<file path="src/rtl/sense_regs_pkg.sv">
// constants for the sensing front-end register bank
package sense_regs_pkg;

    // ------------------------------------------------------------
    // register indices (byte address is four times the index)
    // ------------------------------------------------------------
    localparam logic [5:0] idx_ch1_abs_thr = 6'h0c;
    localparam logic [5:0] idx_ch1_rate_thr = 6'h0d;
    localparam logic [5:0] idx_ch2_abs_thr = 6'h0e;
    localparam logic [5:0] idx_ch2_rate_thr = 6'h0f;
    localparam logic [5:0] idx_channel1_cap_offset = 6'h10;
    localparam logic [5:0] idx_channel2_cap_offset = 6'h11;
    localparam logic [5:0] idx_standby_rate_divider = 6'h12;
    localparam logic [5:0] idx_channel2_standby_subdivider = 6'h13;
    localparam logic [5:0] idx_frontend_irq_enable = 6'h14;
    localparam logic [5:0] idx_wake_control = 6'h15;
    localparam logic [5:0] idx_event_flags = 6'h16;

    // ------------------------------------------------------------
    // field layouts
    // ------------------------------------------------------------
    localparam int offset_width = 6;
    localparam int divider_width = 5;
    localparam int result_width = 12;
    localparam int thr_width = 8;
    localparam int thr_low_bits = 4;
    localparam int event_count = 4;
    // enable and flag bit positions (same layout in both registers)
    localparam int pos_ch1_ready = 0;
    localparam int pos_ch2_ready = 1;
    localparam int pos_ch1_wake = 2;
    localparam int pos_ch2_wake = 3;
    // wake control bit positions
    localparam int pos_ch1_abs_en = 0;
    localparam int pos_ch1_rate_en = 1;
    localparam int pos_ch2_abs_en = 2;
    localparam int pos_ch2_rate_en = 3;

    // ------------------------------------------------------------
    // reset values
    // ------------------------------------------------------------
    localparam logic [offset_width-1:0] rst_cap_offset = 6'h00;
    localparam logic [divider_width-1:0] rst_divider = 5'h01;
    localparam logic [event_count-1:0] rst_irq_enable = 4'h0;
    localparam logic [event_count-1:0] rst_wake_control = 4'h0;
    localparam logic [event_count-1:0] rst_event_flags = 4'h0;
    localparam logic [thr_width-1:0] rst_threshold = 8'h00;

endpackage

</file>
<file path="src/rtl/wake_chan_if.sv">
// carrier between the register bank and one channel's wake detector
`timescale 1ns/100ps
interface wake_chan_if;
    import sense_regs_pkg::*;
    logic [result_width-1:0] result;
    logic result_valid;
    logic [thr_width-1:0] abs_thr;
    logic [thr_width-1:0] rate_thr;
    logic abs_en;
    logic rate_en;
    logic standby;
    logic wake_event;

    modport bank (output result, result_valid, abs_thr, rate_thr, abs_en, rate_en, standby,
                  input wake_event);
    modport detect (input result, result_valid, abs_thr, rate_thr, abs_en, rate_en, standby,
                    output wake_event);
endinterface

</file>
<file path="src/rtl/standby_rate_divider_unit.sv">
// conversion tick divider used while the front end is in standby
`timescale 1ns/100ps
module standby_rate_divider_unit #(
    parameter int width = 5
) (
    // clock and reset
    input wire logic clock,
    input wire logic rst,
    // ticks
    input wire logic dividing,
    input wire logic tick_in,
    input wire logic [width-1:0] divisor,
    output logic tick_out
);
    logic [width-1:0] count_reg;
    logic last_tick;

    // a divisor of zero behaves as one, so the channel never stalls
    assign last_tick = (count_reg + 1'b1 >= divisor);

    always_ff @(posedge clock or posedge rst) begin
        if (rst) begin
            count_reg <= '0;
        end else if (!dividing) begin
            count_reg <= '0;
        end else if (tick_in) begin
            count_reg <= last_tick ? '0 : width'(count_reg + 1'b1);
        end
    end

    always_ff @(posedge clock or posedge rst) begin
        if (rst) begin
            tick_out <= 1'b0;
        end else begin
            tick_out <= tick_in && (!dividing || last_tick);
        end
    end
endmodule

</file>
<file path="src/rtl/wake_threshold_detect.sv">
// standby wake-up detection on absolute level and rate of change
`timescale 1ns/100ps
module wake_threshold_detect
    import sense_regs_pkg::*;
(
    // clock and reset
    input wire logic clock,
    input wire logic rst,
    // channel carrier
    wake_chan_if.detect chan
);
    logic [result_width-1:0] prev_reg;
    logic have_prev_reg;
    logic [result_width-1:0] delta;
    logic abs_hit;
    logic rate_hit;

    // thresholds hold only the upper eight bits of a 12-bit value
    assign delta = (chan.result >= prev_reg) ? result_width'(chan.result - prev_reg)
                                             : result_width'(prev_reg - chan.result);
    assign abs_hit = chan.abs_en && (chan.result >= {chan.abs_thr, 4'h0});
    assign rate_hit = chan.rate_en && have_prev_reg && (delta >= {chan.rate_thr, 4'h0});

    always_ff @(posedge clock or posedge rst) begin
        if (rst) begin
            prev_reg <= '0;
            have_prev_reg <= 1'b0;
        end else if (chan.result_valid) begin
            prev_reg <= chan.result;
            have_prev_reg <= 1'b1;
        end
    end

    always_ff @(posedge clock or posedge rst) begin
        if (rst) begin
            chan.wake_event <= 1'b0;
        end else begin
            chan.wake_event <= chan.standby && chan.result_valid && (abs_hit || rate_hit);
        end
    end
endmodule

</file>
<file path="src/rtl/sense_offset_rate_irq_regs.sv">
// offset, standby rate and front-end interrupt register bank
`timescale 1ns/100ps

// Contract
// - each channel's offset register low six bits set 0 to 63 pF compensation
// - offset bits 7:6 and divider bits 7:5 read back as zero
// - both offset registers and the interrupt enable reset to zero
// - shared divider and channel 2 subdivider reset to one
// - in standby channel 1's conversion rate is divided by the shared divider
// - in standby channel 2 is divided by shared divider times its subdivider
// - enable bit 0 gates the channel 1 data-ready interrupt
// - enable bit 1 gates the channel 2 data-ready interrupt
// - enable bit 2 gates the channel 1 wake-up interrupt
// - enable bit 3 gates the channel 2 wake-up interrupt
// - in standby a conversion past an enabled threshold gives a wake-up event
module sense_offset_rate_irq_regs
    import sense_regs_pkg::*;
(
    // clock and reset
    input wire logic clock,
    input wire logic rst,
    // avalon-mm slave
    input wire logic [7:0] address,
    input wire logic read,
    input wire logic write,
    input wire logic [31:0] writedata,
    input wire logic [3:0] byteenable,
    output logic [31:0] readdata,
    output logic waitrequest,
    // converter side
    input wire logic standby,
    input wire logic conv_tick,
    input wire logic ch1_done,
    input wire logic ch2_done,
    input wire logic [result_width-1:0] ch1_result,
    input wire logic [result_width-1:0] ch2_result,
    output logic ch1_conv_start,
    output logic ch2_conv_start,
    output logic [offset_width-1:0] ch1_cap_offset,
    output logic [offset_width-1:0] ch2_cap_offset,
    // processor interrupt
    output logic frontend_irq
);

    // ------------------------------------------------------------
    // register storage
    // ------------------------------------------------------------
    logic [offset_width-1:0] channel1_cap_offset_reg;
    logic [offset_width-1:0] channel2_cap_offset_reg;
    logic [divider_width-1:0] standby_rate_divider_reg;
    logic [divider_width-1:0] channel2_standby_subdivider_reg;
    logic [event_count-1:0] frontend_irq_enable_reg;
    logic [event_count-1:0] wake_control_reg;
    logic [event_count-1:0] event_flags_reg;
    logic [event_count-1:0] event_flags_next;
    logic [thr_width-1:0] ch1_abs_thr_reg;
    logic [thr_width-1:0] ch1_rate_thr_reg;
    logic [thr_width-1:0] ch2_abs_thr_reg;
    logic [thr_width-1:0] ch2_rate_thr_reg;

    // ------------------------------------------------------------
    // bus decode
    // ------------------------------------------------------------
    logic [5:0] index;
    logic word_aligned;
    logic wr_take;
    logic rd_take;
    logic lane0_wr;
    logic [7:0] wbyte;
    logic [7:0] rbyte;
    logic [event_count-1:0] flag_set;
    logic [event_count-1:0] flag_clear;
    logic ch2_stage_tick;

    assign index = address[7:2];
    assign word_aligned = (address[1:0] == 2'b00);
    // the access completes at the edge where waitrequest is seen low
    assign wr_take = write && !waitrequest;
    assign rd_take = read && !waitrequest;
    assign lane0_wr = wr_take && byteenable[0] && word_aligned;
    assign wbyte = writedata[7:0];

    // one wait state: waitrequest drops for exactly one cycle per request
    always_ff @(posedge clock or posedge rst) begin
        if (rst) begin
            waitrequest <= 1'b1;
        end else begin
            waitrequest <= !(waitrequest && (read || write));
        end
    end

    // ------------------------------------------------------------
    // offset registers
    // ------------------------------------------------------------
    always_ff @(posedge clock or posedge rst) begin
        if (rst) begin
            channel1_cap_offset_reg <= rst_cap_offset;
            channel2_cap_offset_reg <= rst_cap_offset;
        end else if (lane0_wr) begin
            if (index == idx_channel1_cap_offset) begin
                channel1_cap_offset_reg <= wbyte[offset_width-1:0];
            end
            if (index == idx_channel2_cap_offset) begin
                channel2_cap_offset_reg <= wbyte[offset_width-1:0];
            end
        end
    end

    // one code step is one picofarad of compensation on the front end
    assign ch1_cap_offset = channel1_cap_offset_reg;
    assign ch2_cap_offset = channel2_cap_offset_reg;

    // ------------------------------------------------------------
    // standby divider registers
    // ------------------------------------------------------------
    always_ff @(posedge clock or posedge rst) begin
        if (rst) begin
            standby_rate_divider_reg <= rst_divider;
            channel2_standby_subdivider_reg <= rst_divider;
        end else if (lane0_wr) begin
            if (index == idx_standby_rate_divider) begin
                standby_rate_divider_reg <= wbyte[divider_width-1:0];
            end
            if (index == idx_channel2_standby_subdivider) begin
                channel2_standby_subdivider_reg <= wbyte[divider_width-1:0];
            end
        end
    end

    // ------------------------------------------------------------
    // interrupt enable and wake control
    // ------------------------------------------------------------
    always_ff @(posedge clock or posedge rst) begin
        if (rst) begin
            frontend_irq_enable_reg <= rst_irq_enable;
            wake_control_reg <= rst_wake_control;
        end else if (lane0_wr) begin
            if (index == idx_frontend_irq_enable) begin
                frontend_irq_enable_reg <= wbyte[event_count-1:0];
            end
            if (index == idx_wake_control) begin
                wake_control_reg <= wbyte[event_count-1:0];
            end
        end
    end

    // ------------------------------------------------------------
    // wake thresholds
    // ------------------------------------------------------------
    always_ff @(posedge clock or posedge rst) begin
        if (rst) begin
            ch1_abs_thr_reg <= rst_threshold;
            ch1_rate_thr_reg <= rst_threshold;
            ch2_abs_thr_reg <= rst_threshold;
            ch2_rate_thr_reg <= rst_threshold;
        end else if (lane0_wr) begin
            if (index == idx_ch1_abs_thr) begin
                ch1_abs_thr_reg <= wbyte;
            end
            if (index == idx_ch1_rate_thr) begin
                ch1_rate_thr_reg <= wbyte;
            end
            if (index == idx_ch2_abs_thr) begin
                ch2_abs_thr_reg <= wbyte;
            end
            if (index == idx_ch2_rate_thr) begin
                ch2_rate_thr_reg <= wbyte;
            end
        end
    end

    // ------------------------------------------------------------
    // conversion pacing
    // ------------------------------------------------------------
    // channel 2 runs through the shared stage and then its own stage, so its
    // ratio is the product of both dividers at the cost of one extra cycle
    standby_rate_divider_unit #(
        .width(divider_width)
    ) ch1_divider (
        .clock(clock),
        .rst(rst),
        .dividing(standby),
        .tick_in(conv_tick),
        .divisor(standby_rate_divider_reg),
        .tick_out(ch1_conv_start)
    );

    standby_rate_divider_unit #(
        .width(divider_width)
    ) ch2_shared_divider (
        .clock(clock),
        .rst(rst),
        .dividing(standby),
        .tick_in(conv_tick),
        .divisor(standby_rate_divider_reg),
        .tick_out(ch2_stage_tick)
    );

    standby_rate_divider_unit #(
        .width(divider_width)
    ) ch2_sub_divider (
        .clock(clock),
        .rst(rst),
        .dividing(standby),
        .tick_in(ch2_stage_tick),
        .divisor(channel2_standby_subdivider_reg),
        .tick_out(ch2_conv_start)
    );

    // ------------------------------------------------------------
    // wake detection
    // ------------------------------------------------------------
    wake_chan_if ch1_wake ();
    wake_chan_if ch2_wake ();

    assign ch1_wake.result = ch1_result;
    assign ch1_wake.result_valid = ch1_done;
    assign ch1_wake.abs_thr = ch1_abs_thr_reg;
    assign ch1_wake.rate_thr = ch1_rate_thr_reg;
    assign ch1_wake.abs_en = wake_control_reg[pos_ch1_abs_en];
    assign ch1_wake.rate_en = wake_control_reg[pos_ch1_rate_en];
    assign ch1_wake.standby = standby;

    assign ch2_wake.result = ch2_result;
    assign ch2_wake.result_valid = ch2_done;
    assign ch2_wake.abs_thr = ch2_abs_thr_reg;
    assign ch2_wake.rate_thr = ch2_rate_thr_reg;
    assign ch2_wake.abs_en = wake_control_reg[pos_ch2_abs_en];
    assign ch2_wake.rate_en = wake_control_reg[pos_ch2_rate_en];
    assign ch2_wake.standby = standby;

    wake_threshold_detect ch1_detect (
        .clock(clock),
        .rst(rst),
        .chan(ch1_wake)
    );

    wake_threshold_detect ch2_detect (
        .clock(clock),
        .rst(rst),
        .chan(ch2_wake)
    );

    // ------------------------------------------------------------
    // event flags
    // ------------------------------------------------------------
    always_comb begin
        flag_set = '0;
        flag_set[pos_ch1_ready] = ch1_done;
        flag_set[pos_ch2_ready] = ch2_done;
        flag_set[pos_ch1_wake] = ch1_wake.wake_event;
        flag_set[pos_ch2_wake] = ch2_wake.wake_event;
        flag_clear = (lane0_wr && index == idx_event_flags) ? wbyte[event_count-1:0] : '0;
        // a new event in the clearing cycle must survive, so set beats clear
        event_flags_next = (event_flags_reg & ~flag_clear) | flag_set;
    end

    always_ff @(posedge clock or posedge rst) begin
        if (rst) begin
            event_flags_reg <= rst_event_flags;
        end else begin
            event_flags_reg <= event_flags_next;
        end
    end

    // ------------------------------------------------------------
    // interrupt request
    // ------------------------------------------------------------
    always_ff @(posedge clock or posedge rst) begin
        if (rst) begin
            frontend_irq <= 1'b0;
        end else begin
            frontend_irq <=
                (event_flags_next[pos_ch1_ready]
                    && frontend_irq_enable_reg[pos_ch1_ready])
                || (event_flags_next[pos_ch2_ready]
                    && frontend_irq_enable_reg[pos_ch2_ready])
                || (event_flags_next[pos_ch1_wake]
                    && frontend_irq_enable_reg[pos_ch1_wake])
                || (event_flags_next[pos_ch2_wake]
                    && frontend_irq_enable_reg[pos_ch2_wake]);
        end
    end

    // ------------------------------------------------------------
    // read path
    // ------------------------------------------------------------
    always_comb begin
        rbyte = 8'h00;
        if (word_aligned) begin
            unique case (index)
                idx_ch1_abs_thr: rbyte = ch1_abs_thr_reg;
                idx_ch1_rate_thr: rbyte = ch1_rate_thr_reg;
                idx_ch2_abs_thr: rbyte = ch2_abs_thr_reg;
                idx_ch2_rate_thr: rbyte = ch2_rate_thr_reg;
                idx_channel1_cap_offset: rbyte = {2'b00, channel1_cap_offset_reg};
                idx_channel2_cap_offset: rbyte = {2'b00, channel2_cap_offset_reg};
                idx_standby_rate_divider: rbyte = {3'b000, standby_rate_divider_reg};
                idx_channel2_standby_subdivider: begin
                    rbyte = {3'b000, channel2_standby_subdivider_reg};
                end
                idx_frontend_irq_enable: rbyte = {4'h0, frontend_irq_enable_reg};
                idx_wake_control: rbyte = {4'h0, wake_control_reg};
                idx_event_flags: rbyte = {4'h0, event_flags_reg};
                default: rbyte = 8'h00;
            endcase
        end
    end

    // read data is loaded in the wait cycle, so it stands at the completing edge
    always_ff @(posedge clock or posedge rst) begin
        if (rst) begin
            readdata <= 32'h0000_0000;
        end else if (read && waitrequest) begin
            readdata <= {24'h00_0000, rbyte};
        end
    end

endmodule

</file>
<file path="config.mk">
export PLATFORM = sky130hd
export DESIGN_NAME = sense_offset_rate_irq_regs
export DESIGN_NICKNAME = d
export VERILOG_FILES = /design/src/rtl/sense_regs_pkg.sv /design/src/rtl/wake_chan_if.sv /design/src/rtl/standby_rate_divider_unit.sv /design/src/rtl/wake_threshold_detect.sv /design/src/rtl/sense_offset_rate_irq_regs.sv
export SDC_FILE = /design/constraint.sdc
export NUM_CORES = 1
export LEC_CHECK = 0
export BUFFER_PORTS_ARGS = -buffer_cell sky130_fd_sc_hd__buf_2
export CAP_MARGIN = 20
export CELL_PAD_IN_SITES_DETAIL_PLACEMENT = 1
export CELL_PAD_IN_SITES_GLOBAL_PLACEMENT = 1
export CORE_ASPECT_RATIO = 0.7
export CORE_UTILIZATION = 50
export CTS_BUF_LIST = sky130_fd_sc_hd__clkbuf_4
export CTS_CLUSTER_SIZE = 14
export DETAILED_ROUTE_END_ITERATION = 8
export GPL_TIMING_DRIVEN = 1
export MAX_ROUTING_LAYER = met4
export PLACE_DENSITY_LB_ADDON = 0.1
export SLEW_MARGIN = 0
export SYNTH_ARGS = -nofsm -noshare
export SYNTH_HDL_FRONTEND = slang
export SYNTH_SLANG_ARGS = --single-unit
</file>
<file path="constraint.sdc">
create_clock -name clock -period 7.6 [get_ports clock]
set_clock_uncertainty 0.1 [all_clocks]
set_input_delay 0.76 -clock clock [delete_from_list [all_inputs] [get_ports clock]]
set_output_delay 0.76 -clock clock [all_outputs]
set_load 0.1 [all_outputs]
</file>
==> summary.md <==
| Metric | Value |
|---|---|
| CP arrival | 4.83 ns |
| Ys flop type | dfrtp_1 |
| CTS Buf Count | 17 |
| Max_cap viols | 0 |
| # hold bufs at CTS | 0 |
| Clk_lat worst skew | 0.59 ns |
| Initial core utilization | 51.07% |
| Final Hold Vio Count | 0 |
| Die W | 160.3 um |
| First-pass GRT wire length | 39320 um |
| Synthesized flop and latch total | 122 |
| EDFF count, synth | 0 |
| Routed vias/inst | 5.720 |
| VDD IR max | 93.75 uV |
| Area of the multi-input gates | 0.005110 mm2 |
| Maximum clock rate | 223.9 MHz |
| Vias | 6893 |
| Vias in the first global route | 7243 |
| Share of cells above drive strength 1 | 20.43% |
| Die ar. | 0.01808 mm2 |
| Cell taking the most area after synthesis | dfrtp_1 |
| R2r worst-path depth | 16 |
| RSZ-0062 raised after global routing | no |
| CTS HTree Levels | 4 |
| CP Data Required Time | 7.96 ns |
| Design area | 0.009538 mm2 |
| Mapped cell area | 0.008767 mm2 |
| Global route overflow | 0 |
| Core area | 0.01717 mm2 |
| Post-route minimum period | 4.467 ns |
| Slew HR | 48.17% |
| Syn Area/Cell | 9.752 um2 |
| WP buf/inv | 0 |
| Tcrit/Tclk final | 58.77% |
| Count of input and output buffers | 72 |
| Antenna violations before repair | 0 |
| Clk slew on worst S/H paths | 0.13 ns |
| Netlist cell types | 71 |
| Slew Viols, Final | 0 |
| Largest net degree at the start of global routing | 84 |
| Non-Filler Instances | 1205 |
| CTS tree | yes |
| Least-Margin Pin Slew | 0.7774 ns |
| # DRC | 0 |
| Area Overhead vs Synth | 8.791% |
| CP startpoint kind | flop |
| DRT iter0 DRCs | 331 |
| FF-to-FF End | ch1_detect.chan.wake_event |
| DP Wirelength | 18420 um |
| Nets | 1137 |
| Antenna Cells | 0 |
| Worst R2R Start | ch1_detect.prev_reg[0] |
| Register-to-register setup slack | 3.13 ns |
| DR pass1 iterations | 5 |
| Crit path depth | 16 |
| Cells taking the most area after synthesis | dfrtp_1, ha_1, mux2_2 |
| Wire per inst | 20.04 um |
| PwrDens | 186.1 mW/mm2 |
| Tot Pwr | 1.775 mW |
| Die extent in y | 112.8 um |
| Most common cell after layout, fill and taps aside | dfrtp_1 |
| Slowest-stage cell, CP | a2111o_1 |
| Area after DPL | 0.009179 mm2 |
| Final ANT Viol Nets | 0 |
| I/O pin count | 124 |
| YS warnings | 0 |
| Outcome | complete, no violations |
| Leakage | 4.731 nW |
| Max FO, Critical Path | 17 |
| CP Capture Type | flop |
| # Post-CTS Setup Buffers | 0 |
| Total GRT Usage | 28.96% |
| Dpl cells | 1172 |
| Hold Path Class | in2async |
| Top-area cell type share of the netlist area | 33.97% |
| GP Congestion | 0.8627 |
| Row cnt | 40 |
| Part of the Yosys area used for sequential elements | 34.87% |
| Async S/R FF share, synth | 100.0% |
| Hold_ws | 0.1364 ns |
| Register area | 0.003057 mm2 |
| Top Family by Delay on Critical Path | compound AO/OA/AOI/OAI gates |
| Final setup vio count | 0 |
| Root buffer cell | clkbuf_4 |
| Drt total wl | 24150 um |
| Clock Path Buffers | 2 |
| Slowest stage delay, CP | 0.58 ns |
| Fillers | 1980 |
| Most frequent cells in the layout | dfrtp_1, ha_1, inv_1, nand2_1, buf_2 |
| Resized cells post-CTS | 0 |
| Critical path cell sequence | ha_1 -> fa_1 -> nand2b_1 -> o2bb2ai_2 -> a2111oi_4 -> a2111o_1 -> mux2i_1 -> a221oi_2 -> xnor2_1 -> ha_1 -> a21o_1 -> a21o_1 -> a21oi_1 -> a21oi_1 -> a41oi_1 -> o21ai_1 |
| Setup TNS | 0 ns |
| Post-Synthesis Cells | 899 |
| Crit path kind | reg2reg |
| Clock net sink count | 122 |
==> report_power, final <==
group | switching (mW) | internal, mW | total [mW]
combinational | 0.343 | 0.191 | 0.534
clock | 0.288 | 0.267 | 0.555
sequential | 0.0155 | 0.671 | 0.686
total | 0.646 | 1.13 | 1.78
==> metal layers <==
layer  vias up  share of wire [%]  track usage (%)
li1       3229                  -                -
met1      3469                 49            39.06
met2       159                 46            44.96
met3        36                3.7            4.655
met4         0                1.7            8.889
met5         -                  0                -
==> final cells by class <==
| class | count | area share, % |
|---|---|---|
| Multi-Input combinational cell | 653 | 53.57 |
| Inverter | 92 | 3.647 |
| Tap cell | 231 | 3.030 |
| Clock inverter | 14 | 2.060 |
| Sequential cell | 122 | 32.05 |
| Clock buffer | 18 | 1.417 |
| Timing Repair Buffer | 75 | 4.224 |
==> worst reg2reg max path, delay by kind of cell (launching register included) <==
kind,cells,cell delay [ns]
and+or+nand+nor,1,0.18
adders and majority gates,3,0.90
muxes,1,0.24
AOI/OAI and AO/OA,10,2.38
xor gates and xnor gates,1,0.16
DFF,1,0.41
==> worst max-delay path by stage <==
stage | slack [ns] | to | from
3_5_place_dp | 2.67 | ch1_detect.chan.wake_event | ch1_result[0]
3_3_place_gp | 2.77 | ch1_detect.chan.wake_event | ch1_result[0]
6_report | 3.13 | ch1_detect.chan.wake_event | ch1_detect.prev_reg[0]
4_1_cts | 3.14 | ch1_detect.chan.wake_event | ch1_detect.prev_reg[0]
5_1_grt | 2.87 | ch1_detect.chan.wake_event | ch1_detect.prev_reg[0]
2_1_floorplan | 3.50 | ch1_abs_thr_reg[0] | rst
==> synth_stat cells, types with 3 or more instances <==
master,n
nor4_1,3
xnor2_1,20
buf_1,3
xor2_1,11
nand4_1,9
buf_2,9
o21ai_0,59
dfrtp_1,119
o22ai_1,3
o21a_1,5
buf_4,27
mux2i_1,12
a22oi_1,4
o21ai_1,10
nor3_1,7
o211ai_1,4
mux4_2,12
a21oi_1,38
inv_1,92
and3_1,4
fa_1,4
nand2b_1,16
a21o_1,35
nor2b_1,14
clkbuf_1,13
nand2_1,88
nand3_1,23
dfstp_2,3
o21bai_1,3
ha_1,96
nor2_1,22
a31oi_1,3
mux2_2,64
nor3b_1,3
a211oi_1,10
buf_6,3
a22o_1,3
==> cells by family (layout without fill, tap and decap cells) <==
| kind of cell | count (synthesis) | in the layout | synth area share, % |
|---|---|---|---|
| flops | 122 | 122 | 34.87 |
| compound gates | 206 | 206 | 15.54 |
| fa+ha+maj | 100 | 100 | 14.61 |
| simple gates | 204 | 204 | 11.33 |
| xor+xnor | 31 | 31 | 3.097 |
| buf+inv | 147 | 199 | 7.835 |
| mux | 88 | 88 | 12.67 |
| other cells | 1 | 24 | 0.04277 |
==> through the flow <==
step / setup WS [ns] / utilization (%)
after floorplan: 3.502 / -
after global placement: 2.768 / 53.47
after detailed placement: 2.665 / 53.47
after CTS: 3.137 / 55.40
after global routing: 2.868 / 55.56
final: 3.133 / 55.56
Power figures use the tool's default switching activity.
